`src/core/mcu_addr_regs.vh`:
```
`ifndef MCU_ADDR_REGS_VH
`define MCU_ADDR_REGS_VH
// operation codes presented on op_code
`define OP_NONE 4'h0
`define OP_RAM_INDIRECT 4'h1
`define OP_RAM_DIRECT 4'h2
`define OP_WINDOW_LOAD 4'h3
`define OP_WINDOW_SWAP 4'h4
`define OP_LONG_JUMP 4'h5
`define OP_LONG_BRANCH 4'h6
`define OP_LONG_CALL 4'h7
`define OP_PAGE_JUMP 4'h8
`define OP_ZERO_CALL 4'h9
`define OP_TABLE_JUMP 4'hA
`define OP_PATTERN 4'hB
// memory register window base
`define WINDOW_BASE 10'h040
// pattern word control bits
`define PAT_ACC_BIT 8
`define PAT_PORT_BIT 9
// reset values
`define PC_RESET 14'h0000
`define RAM_ADDR_RESET 10'h000
`endif

```
`src/core/mcu_address_generation.v`:
```
// What this block does
// RULE1 - indirect RAM address from three pointers
// RULE2 - direct access takes address from second word
// RULE3 - sixteen-word window via load/swap only
// RULE4 - long jumps load all fourteen bits
// RULE5 - sixty-four pages of 256 words
// RULE6 - page jump replaces low eight bits
// RULE7 - page jump at page end uses next page
// RULE8 - zero call loads six low bits
// RULE9 - zero call clears upper eight bits
// RULE10 - table target from immediate, A, B
// RULE11 - pattern bit 8 loads A/B pair
// RULE12 - pattern bit 9 loads port latches
// RULE13 - both bits update both destinations
// RULE14 - pattern fetch advances PC normally
// RULE15 - page, row, column order in address
`timescale 1ns/1ps
`default_nettype none
`include "mcu_addr_regs.vh"
module mcu_address_generation (
  input wire clk,
  input wire sys_rst,
  input wire op_valid,
  input wire [3:0] op_code,
  input wire [13:0] imm_data,
  input wire [1:0] page_ptr,
  input wire [3:0] row_ptr,
  input wire [3:0] col_ptr,
  input wire [9:0] second_word,
  input wire [3:0] acc_in,
  input wire [3:0] b_in,
  input wire [9:0] rom_data,
  input wire rom_data_valid,
  output reg [13:0] program_counter,
  output reg [9:0] ram_addr_reg,
  output reg ram_valid_reg,
  output reg [13:0] rom_addr_reg,
  output reg rom_req_reg,
  output reg [3:0] acc_out_reg,
  output reg [3:0] b_out_reg,
  output reg acc_we_reg,
  output reg [3:0] port1_reg,
  output reg [3:0] port2_reg,
  output reg port_we_reg
);
  // table address: immediate, accumulator, B
  function [13:0] table_addr;
    input [3:0] imm;
    input [3:0] a;
    input [3:0] b;
    begin
      table_addr = {imm, 2'h0, a, b}; // RULE10
    end
  endfunction

  // page-local target: page of the incremented pc
  function [13:0] page_target;
    input [13:0] pc_plus;
    input [7:0] offset;
    begin
      page_target = {pc_plus[13:8], offset}; // RULE6 RULE7
    end
  endfunction

  // zero-page target: upper eight bits cleared
  function [13:0] zero_target;
    input [5:0] offset;
    begin
      zero_target = {8'h00, offset}; // RULE8 RULE9
    end
  endfunction

  ////////////////////////////////////////////////////////////////
  wire [9:0] ram_addr_c;
  wire ram_valid_c;
  // the mux sees no operation while op_valid is low
  wire [3:0] mux_op = op_valid ? op_code : `OP_NONE;

  // ram address formation
  ram_addr_mux u_ram_mux (
    .op_code(mux_op),
    .page_ptr(page_ptr),
    .row_ptr(row_ptr),
    .col_ptr(col_ptr),
    .second_word(second_word),
    .window_index(imm_data[3:0]),
    .ram_addr(ram_addr_c),
    .ram_valid(ram_valid_c)
  );

  ////////////////////////////////////////////////////////////////
  // incremented pc: already crossed page at 256n+255
  wire [13:0] pc_inc = program_counter + 14'h0001; // RULE5

  // next values of the sequencing state
  reg [13:0] pc_next;
  reg rom_req_next;
  reg [13:0] rom_addr_next;
  reg pend_reg;
  reg pend_next;

  // next values of the pattern destinations
  reg [3:0] acc_out_next;
  reg [3:0] b_out_next;
  reg acc_we_next;
  reg [3:0] port1_next;
  reg [3:0] port2_next;
  reg port_we_next;

  // decoded pattern op and an accepted returning word
  wire pat_op = op_valid && (op_code == `OP_PATTERN);
  wire pat_take = rom_data_valid && pend_reg;

  // next program counter selection
  always @* begin
    pc_next = pc_inc;
    // pc counts by one unless a jump op replaces it
    if (op_valid) begin
      case (op_code)
        `OP_LONG_JUMP, `OP_LONG_BRANCH, `OP_LONG_CALL: begin
          pc_next = imm_data; // RULE4
        end
        `OP_PAGE_JUMP: begin
          pc_next = page_target(pc_inc, imm_data[7:0]); // RULE6 RULE7
        end
        `OP_ZERO_CALL: begin
          pc_next = zero_target(imm_data[5:0]); // RULE8 RULE9
        end
        `OP_TABLE_JUMP: begin
          pc_next = table_addr(imm_data[3:0], acc_in, b_in); // RULE10
        end
        `OP_PATTERN: begin
          pc_next = pc_inc; // RULE14
        end
        default: begin
          pc_next = pc_inc;
        end
      endcase
    end
  end

  ////////////////////////////////////////////////////////////////
  // pattern fetch request and its table address
  always @* begin
    rom_req_next = pat_op;
    rom_addr_next = rom_addr_reg;
    if (pat_op) begin
      rom_addr_next = table_addr(imm_data[3:0], acc_in, b_in); // RULE11
    end
  end

  ////////////////////////////////////////////////////////////////
  // pending fetch: a new request wins over a returning word
  always @* begin
    pend_next = pend_reg;
    if (rom_data_valid) begin
      pend_next = 1'b0; // unsolicited words are dropped
    end
    if (pat_op) begin
      pend_next = 1'b1;
    end
  end

  ////////////////////////////////////////////////////////////////
  // control bits of an accepted pattern word
  wire pat_to_acc = pat_take && rom_data[`PAT_ACC_BIT];
  wire pat_to_port = pat_take && rom_data[`PAT_PORT_BIT];

  // pattern word steering: both bits may be set together
  always @* begin
    acc_out_next = acc_out_reg;
    b_out_next = b_out_reg;
    acc_we_next = 1'b0;
    port1_next = port1_reg;
    port2_next = port2_reg;
    port_we_next = 1'b0;
    if (pat_to_acc) begin
      acc_out_next = rom_data[3:0]; // RULE11 RULE13
      b_out_next = rom_data[7:4];
      acc_we_next = 1'b1;
    end
    if (pat_to_port) begin
      port1_next = rom_data[3:0]; // RULE12 RULE13
      port2_next = rom_data[7:4];
      port_we_next = 1'b1;
    end
  end

  ////////////////////////////////////////////////////////////////
  // sequencing state: pc, ram address, fetch request
  always @(posedge clk) begin
    if (sys_rst) begin
      program_counter <= `PC_RESET;
      ram_addr_reg <= `RAM_ADDR_RESET;
      ram_valid_reg <= 1'b0;
      rom_addr_reg <= 14'h0000;
      rom_req_reg <= 1'b0;
      pend_reg <= 1'b0;
    end else begin
      program_counter <= pc_next;
      ram_addr_reg <= ram_addr_c;
      ram_valid_reg <= ram_valid_c;
      rom_addr_reg <= rom_addr_next;
      rom_req_reg <= rom_req_next;
      pend_reg <= pend_next;
    end
  end

  // pattern destinations: accumulator pair and port latches
  always @(posedge clk) begin
    if (sys_rst) begin
      acc_out_reg <= 4'h0;
      b_out_reg <= 4'h0;
      acc_we_reg <= 1'b0;
      port1_reg <= 4'h0;
      port2_reg <= 4'h0;
      port_we_reg <= 1'b0;
    end else begin
      acc_out_reg <= acc_out_next;
      b_out_reg <= b_out_next;
      acc_we_reg <= acc_we_next;
      port1_reg <= port1_next;
      port2_reg <= port2_next;
      port_we_reg <= port_we_next;
    end
  end
endmodule // mcu_address_generation
`default_nettype wire

```
`src/core/ram_addr_mux.v`:
```
`timescale 1ns/1ps
`default_nettype none
`include "mcu_addr_regs.vh"
module ram_addr_mux (
  input wire [3:0] op_code,
  input wire [1:0] page_ptr,
  input wire [3:0] row_ptr,
  input wire [3:0] col_ptr,
  input wire [9:0] second_word,
  input wire [3:0] window_index,
  output reg [9:0] ram_addr,
  output reg ram_valid
);
  // address source selection
  always @* begin
    ram_addr = `RAM_ADDR_RESET;
    ram_valid = 1'b0;
    case (op_code)
      `OP_RAM_INDIRECT: begin
        ram_addr = {page_ptr, row_ptr, col_ptr}; // RULE1 RULE15
        ram_valid = 1'b1;
      end
      `OP_RAM_DIRECT: begin
        ram_addr = second_word; // RULE2
        ram_valid = 1'b1;
      end
      `OP_WINDOW_LOAD, `OP_WINDOW_SWAP: begin
        ram_addr = `WINDOW_BASE | {6'h00, window_index}; // RULE3
        ram_valid = 1'b1;
      end
      default: begin
        ram_addr = `RAM_ADDR_RESET;
        ram_valid = 1'b0;
      end
    endcase
  end
endmodule // ram_addr_mux
`default_nettype wire

```
`config.mk`:
```
export PLATFORM = sky130hd
export DESIGN_NAME = mcu_address_generation
export DESIGN_NICKNAME = d
export VERILOG_FILES = /design/src/core/mcu_address_generation.v /design/src/core/ram_addr_mux.v
export VERILOG_INCLUDE_DIRS = /design/src /design/src/core
export SDC_FILE = /design/constraint.sdc
export NUM_CORES = 1
export LEC_CHECK = 0
export BUFFER_PORTS_ARGS = -buffer_cell sky130_fd_sc_hd__clkbuf_2
export CELL_PAD_IN_SITES_DETAIL_PLACEMENT = 1
export CELL_PAD_IN_SITES_GLOBAL_PLACEMENT = 1
export CORE_MARGIN = 1
export CORE_UTILIZATION = 34
export CTS_CLUSTER_DIAMETER = 40
export CTS_CLUSTER_SIZE = 8
export DETAILED_ROUTE_END_ITERATION = 10
export MAX_ROUTING_LAYER = met4
export PLACE_DENSITY_LB_ADDON = 0.1
export SETUP_SLACK_MARGIN = 0.1
export SLEW_MARGIN = 15
export SYNTH_ARGS = -nofsm -noshare
export SYNTH_HDL_FRONTEND = slang
export SYNTH_SLANG_ARGS = --single-unit
```
`constraint.sdc`:
```
create_clock -name clk -period 1.68 [get_ports clk]
set_input_delay 0.168 -clock clk [delete_from_list [all_inputs] [get_ports clk]]
set_output_delay 0.168 -clock clk [all_outputs]
set_load 0.02 [all_outputs]
```
==> report_table.html <==
<table>
<tr><th>Metric</th><th>Value</th></tr>
<tr><th colspan="2">Cells and area</th></tr>
<tr><td>Number of nets in the layout</td><td>481</td></tr>
<tr><td>Number of inserted diodes</td><td>0</td></tr>
<tr><td>Area taken by flip-flops and latches</td><td>1140 um^2</td></tr>
<tr><td>Multi-input gate area</td><td>1390 um^2</td></tr>
<tr><td>Flip-flop count of the largest register after layout</td><td>14</td></tr>
<tr><td>Filler cell count</td><td>about 950</td></tr>
<tr><td>Fraction of the core area covered by cells at the end of the flow</td><td>0.478</td></tr>
<tr><td>Layout-stage area growth over the synthesis result</td><td>33.9%</td></tr>
<tr><td>Proportion of layout cells with a drive suffix above 1</td><td>0.369</td></tr>
<tr><td>Most common library cell in the layout ignoring fill and taps</td><td>clkbuf_2</td></tr>
<tr><td>Finished Cell Area</td><td>3520 um^2</td></tr>
<tr><td>Highest-count cells in the layout ignoring fill and taps</td><td>clkbuf_2, dfxtp_1, nand2_1</td></tr>
<tr><th colspan="2">Yosys</th></tr>
<tr><td>Count of distinct cell types in the synthesized netlist</td><td>51</td></tr>
<tr><td>Number of warnings printed during yosys synthesis</td><td>0</td></tr>
<tr><td>Sequential-to-total area share from yosys stat</td><td>0.434</td></tr>
<tr><td>Number of storage elements in the synthesis netlist</td><td>57</td></tr>
<tr><td>Post-Syn Area per Cell</td><td>about 8.9 um^2</td></tr>
<tr><td>Synthesized instance count</td><td>295</td></tr>
<tr><td>Post-Synthesis Cell Area</td><td>2630 um^2</td></tr>
<tr><th colspan="2">Floorplanning</th></tr>
<tr><td>Top Ports</td><td>118</td></tr>
<tr><td>Std-Cell Rows</td><td>31</td></tr>
<tr><td>Die area</td><td>8090 um^2</td></tr>
<tr><td>Core ar.</td><td>7370 um^2</td></tr>
<tr><td>Initial Util</td><td>0.357</td></tr>
<tr><td>Die boundary width</td><td>90.0 um</td></tr>
<tr><td>Floorplan die height</td><td>90.0 um</td></tr>
<tr><th colspan="2">Worst hold path</th></tr>
<tr><td>Path class of the lowest-slack min-delay path</td><td>in -&gt; reg</td></tr>
<tr><td>Startpoint of the tightest hold check path</td><td>imm_data[9]</td></tr>
<tr><th colspan="2">Route</th></tr>
<tr><td>DR pass1 iterations</td><td>4</td></tr>
<tr><td>DRC Markers</td><td>0</td></tr>
<tr><td>Residual antenna-violating net count after detailed routing</td><td>0</td></tr>
<tr><td>Initial DRC Count</td><td>87</td></tr>
<tr><td>Routed wire per std cell</td><td>~16 um</td></tr>
<tr><td>Routed via count divided by cell count</td><td>5.14</td></tr>
<tr><td>Final routed wirelength across all metal layers</td><td>8190 um</td></tr>
<tr><td>Total vias in the final route</td><td>2692</td></tr>
<tr><th colspan="2">Place</th></tr>
<tr><td>Total half-perimeter wirelength after legalization and detailed placement</td><td>6210 um</td></tr>
<tr><td>Routability congestion estimate</td><td>0.797</td></tr>
<tr><td>Buffers added on ports</td><td>115</td></tr>
<tr><td>Placed cell area</td><td>3340 um^2</td></tr>
<tr><th colspan="2">Clock network</th></tr>
<tr><td>CTS Buffer Depth</td><td>2</td></tr>
<tr><td>Insertion delay of the later-clocked pin in the worst-skew pair</td><td>0.33 ns</td></tr>
<tr><td>Number of buffers created by CTS</td><td>9</td></tr>
<tr><td>Clock transition time at the flip-flop clock pins of the worst setup and hold paths</td><td>around 0.070 ns</td></tr>
<tr><td>TritonCTS sink count</td><td>57</td></tr>
<tr><td>Number of buffers inserted for hold repair after clock tree synthesis</td><td>0</td></tr>
<tr><td>TritonCTS clock tree</td><td>done</td></tr>
<tr><td># Post-CTS Setup Buffers</td><td>0</td></tr>
<tr><td>Gates resized, CTS repair</td><td>1</td></tr>
<tr><td>Cell at the root of the clock tree</td><td>clkbuf_8</td></tr>
<tr><td>Level count of the clock H-tree</td><td>3</td></tr>
<tr><th colspan="2">STA</th></tr>
<tr><td>Max transition margin</td><td>0.673</td></tr>
<tr><td>Worst-case clock skew</td><td>~0.0045 ns</td></tr>
<tr><td>Final period demand of the worst path</td><td>1.56 ns</td></tr>
<tr><td>Setup repair after global routing missed its margin</td><td>true</td></tr>
<tr><td>Setup TNS</td><td>0 ns</td></tr>
<tr><td>Tightest hold margin</td><td>0.0433 ns</td></tr>
<tr><td>Max-slew violations</td><td>0</td></tr>
<tr><td>Final number of hold-violating endpoints</td><td>0</td></tr>
<tr><td>FMAX</td><td>about 640 MHz</td></tr>
<tr><td>Portion of the clock cycle consumed by the worst path in the final layout</td><td>0.929</td></tr>
<tr><td>Setup-failing EPs final</td><td>0</td></tr>
<tr><td>Worst Max-Slew Pin Slew</td><td>between 0.4 and 0.5 ns</td></tr>
<tr><th colspan="2">Pwr</th></tr>
<tr><td>Pwr dens</td><td>between 800 and 900 nW/um^2</td></tr>
<tr><td>Worst supply voltage drop on vdd</td><td>0.000342 V</td></tr>
<tr><td>Leakage component of the power</td><td>~1.6 nW</td></tr>
<tr><td>Overall power consumption</td><td>0.00288 W</td></tr>
<tr><th colspan="2">Outcome</th></tr>
<tr><td>Run status</td><td>complete, no violations</td></tr>
<tr><th colspan="2">Setup path</th></tr>
<tr><td>Crit path kind</td><td>reg -&gt; reg</td></tr>
<tr><td>Worst setup path start</td><td>program_counter[1]</td></tr>
<tr><td>CP Launch Type</td><td>flop</td></tr>
<tr><td>Required arrival time at the worst endpoint</td><td>1.89 ns</td></tr>
<tr><td>Critical path peak fanout</td><td>5</td></tr>
<tr><td>Worst EP arrival</td><td>1.77 ns</td></tr>
<tr><td>Origin of the critical flop-to-flop path</td><td>program_counter[1]</td></tr>
<tr><td>Kind of end point of the critical path</td><td>flop</td></tr>
<tr><th colspan="2">GRT</th></tr>
<tr><td>Global Route Usage Sum</td><td>0.207</td></tr>
<tr><td>GRT overflow</td><td>0</td></tr>
<tr><td>First-pass GRT wire length</td><td>12800 um</td></tr>
<tr><td>Vias in the first global route</td><td>2625</td></tr>
<tr><td>Maximum number of pins on one net before global-route repair</td><td>31</td></tr>
<tr><td>Initial antenna violation count</td><td>0</td></tr>
<tr><th colspan="2">Job</th></tr>
<tr><td>Maximum capacitance violations</td><td>0</td></tr>
</table>
where the power goes:
group | internal, W | switching [W] | total, W
Combinational | 0.000167 | 0.000239 | 0.000406
Clock | 0.000523 | 0.000542 | 0.00107
Sequential | 0.00138 | 0.0000318 | 0.00141
layout make-up:
class                   count  share of cell area
clock buffers              10              0.0362
well taps                  99              0.0352
flip-flops and latches     57               0.324
repair buffers            129               0.193
multi-input cells         217               0.394
inverters                   6             0.00640
clock inverters             6             0.00995
critical path, cell delays in order (launching register included):
cell and delay, ns:
dfxtp_1 0.44, ha_2 0.27, inv_1 0.11, nor4_2 0.36, xnor2_1 0.16, o32ai_1 0.10
path summary, 6_finish.rpt:
| check | endpoint | slack, ns | depth (start not counted) |
|---|---|---|---|
| worst min-delay path | program_counter[9] | 0.04 | 3 |
| worst max register to register | program_counter[12] | 0.12 | 5 |
| worst min register to register | acc_out_reg[1] | 0.45 | 2 |
| worst max-delay path | program_counter[12] | 0.12 | 5 |
per-layer routing:
metal / global-route usage / routed length [um]
met2: 0.336 / 3980
met5: - / 0
met3: 0.0499 / 345
met4: 0.0524 / 67
met1: 0.260 / 3790
cells in the mapped netlist, drive strengths merged:
master	instances	area, um^2
or3b	2	17.5
o22a	2	17.5
a32oi	1	8.76
and2b	2	15.0
a32o	2	20.0
clkbuf	6	26.3
o32ai	4	35.0
and3	3	18.8
a21oi	26	130
a22oi	11	82.6
xor2	2	17.5
nand3b	4	30.0
a2bb2oi	1	8.76
mux2i	14	140
nor2	30	120
xnor2	8	70.1
a2111oi	1	8.76
a21boi	1	7.51
a22o	2	17.5
o211ai	1	7.51
buf	10	72.6
nand4	5	43.8
o31a	1	8.76
nor4b	1	23.8
nor3	5	25.0
a222oi	4	40.0
nand2	40	150
and4bb	1	12.5
conb	1	3.75
inv	6	22.5
or4	2	18.8
and4	1	8.76
a211oi	8	60.1
nand2b	6	40.0
o21ai	5	25.0
dfxtp	57	1140
nand3	9	45.0
o21a	2	15.0
ha	1	12.5
a221oi	1	8.76
nor4	6	52.6
through the flow:
| step | setup slack [ns] | cells |
|---|---|---|
| finish | 0.119 | 524 |
| global route | 0.0485 | 524 |
| CTS | 0.108 | 524 |
| detailed placement | 0.101 | 508 |
| global placement | 0.0993 | 508 |
| floorplan | 0.144 | 296 |
kinds of logic (layout without fill, tap and decap cells):
kind of cell             Yosys count  in the layout  share of synthesized area
AND/OR/NAND/NOR                  117            117                      0.236
AO/OA/AOI/OAI                     73             73                      0.191
flip-flops                        57             57                      0.434
buffers and inverters             22            151                     0.0461
multiplexers                      14             14                     0.0533
XOR/XNOR                          10             10                     0.0333
adder cells (fa/ha/maj)            1              1                    0.00476
other                              1              2                    0.00143
Power figures use the tool's default switching activity.
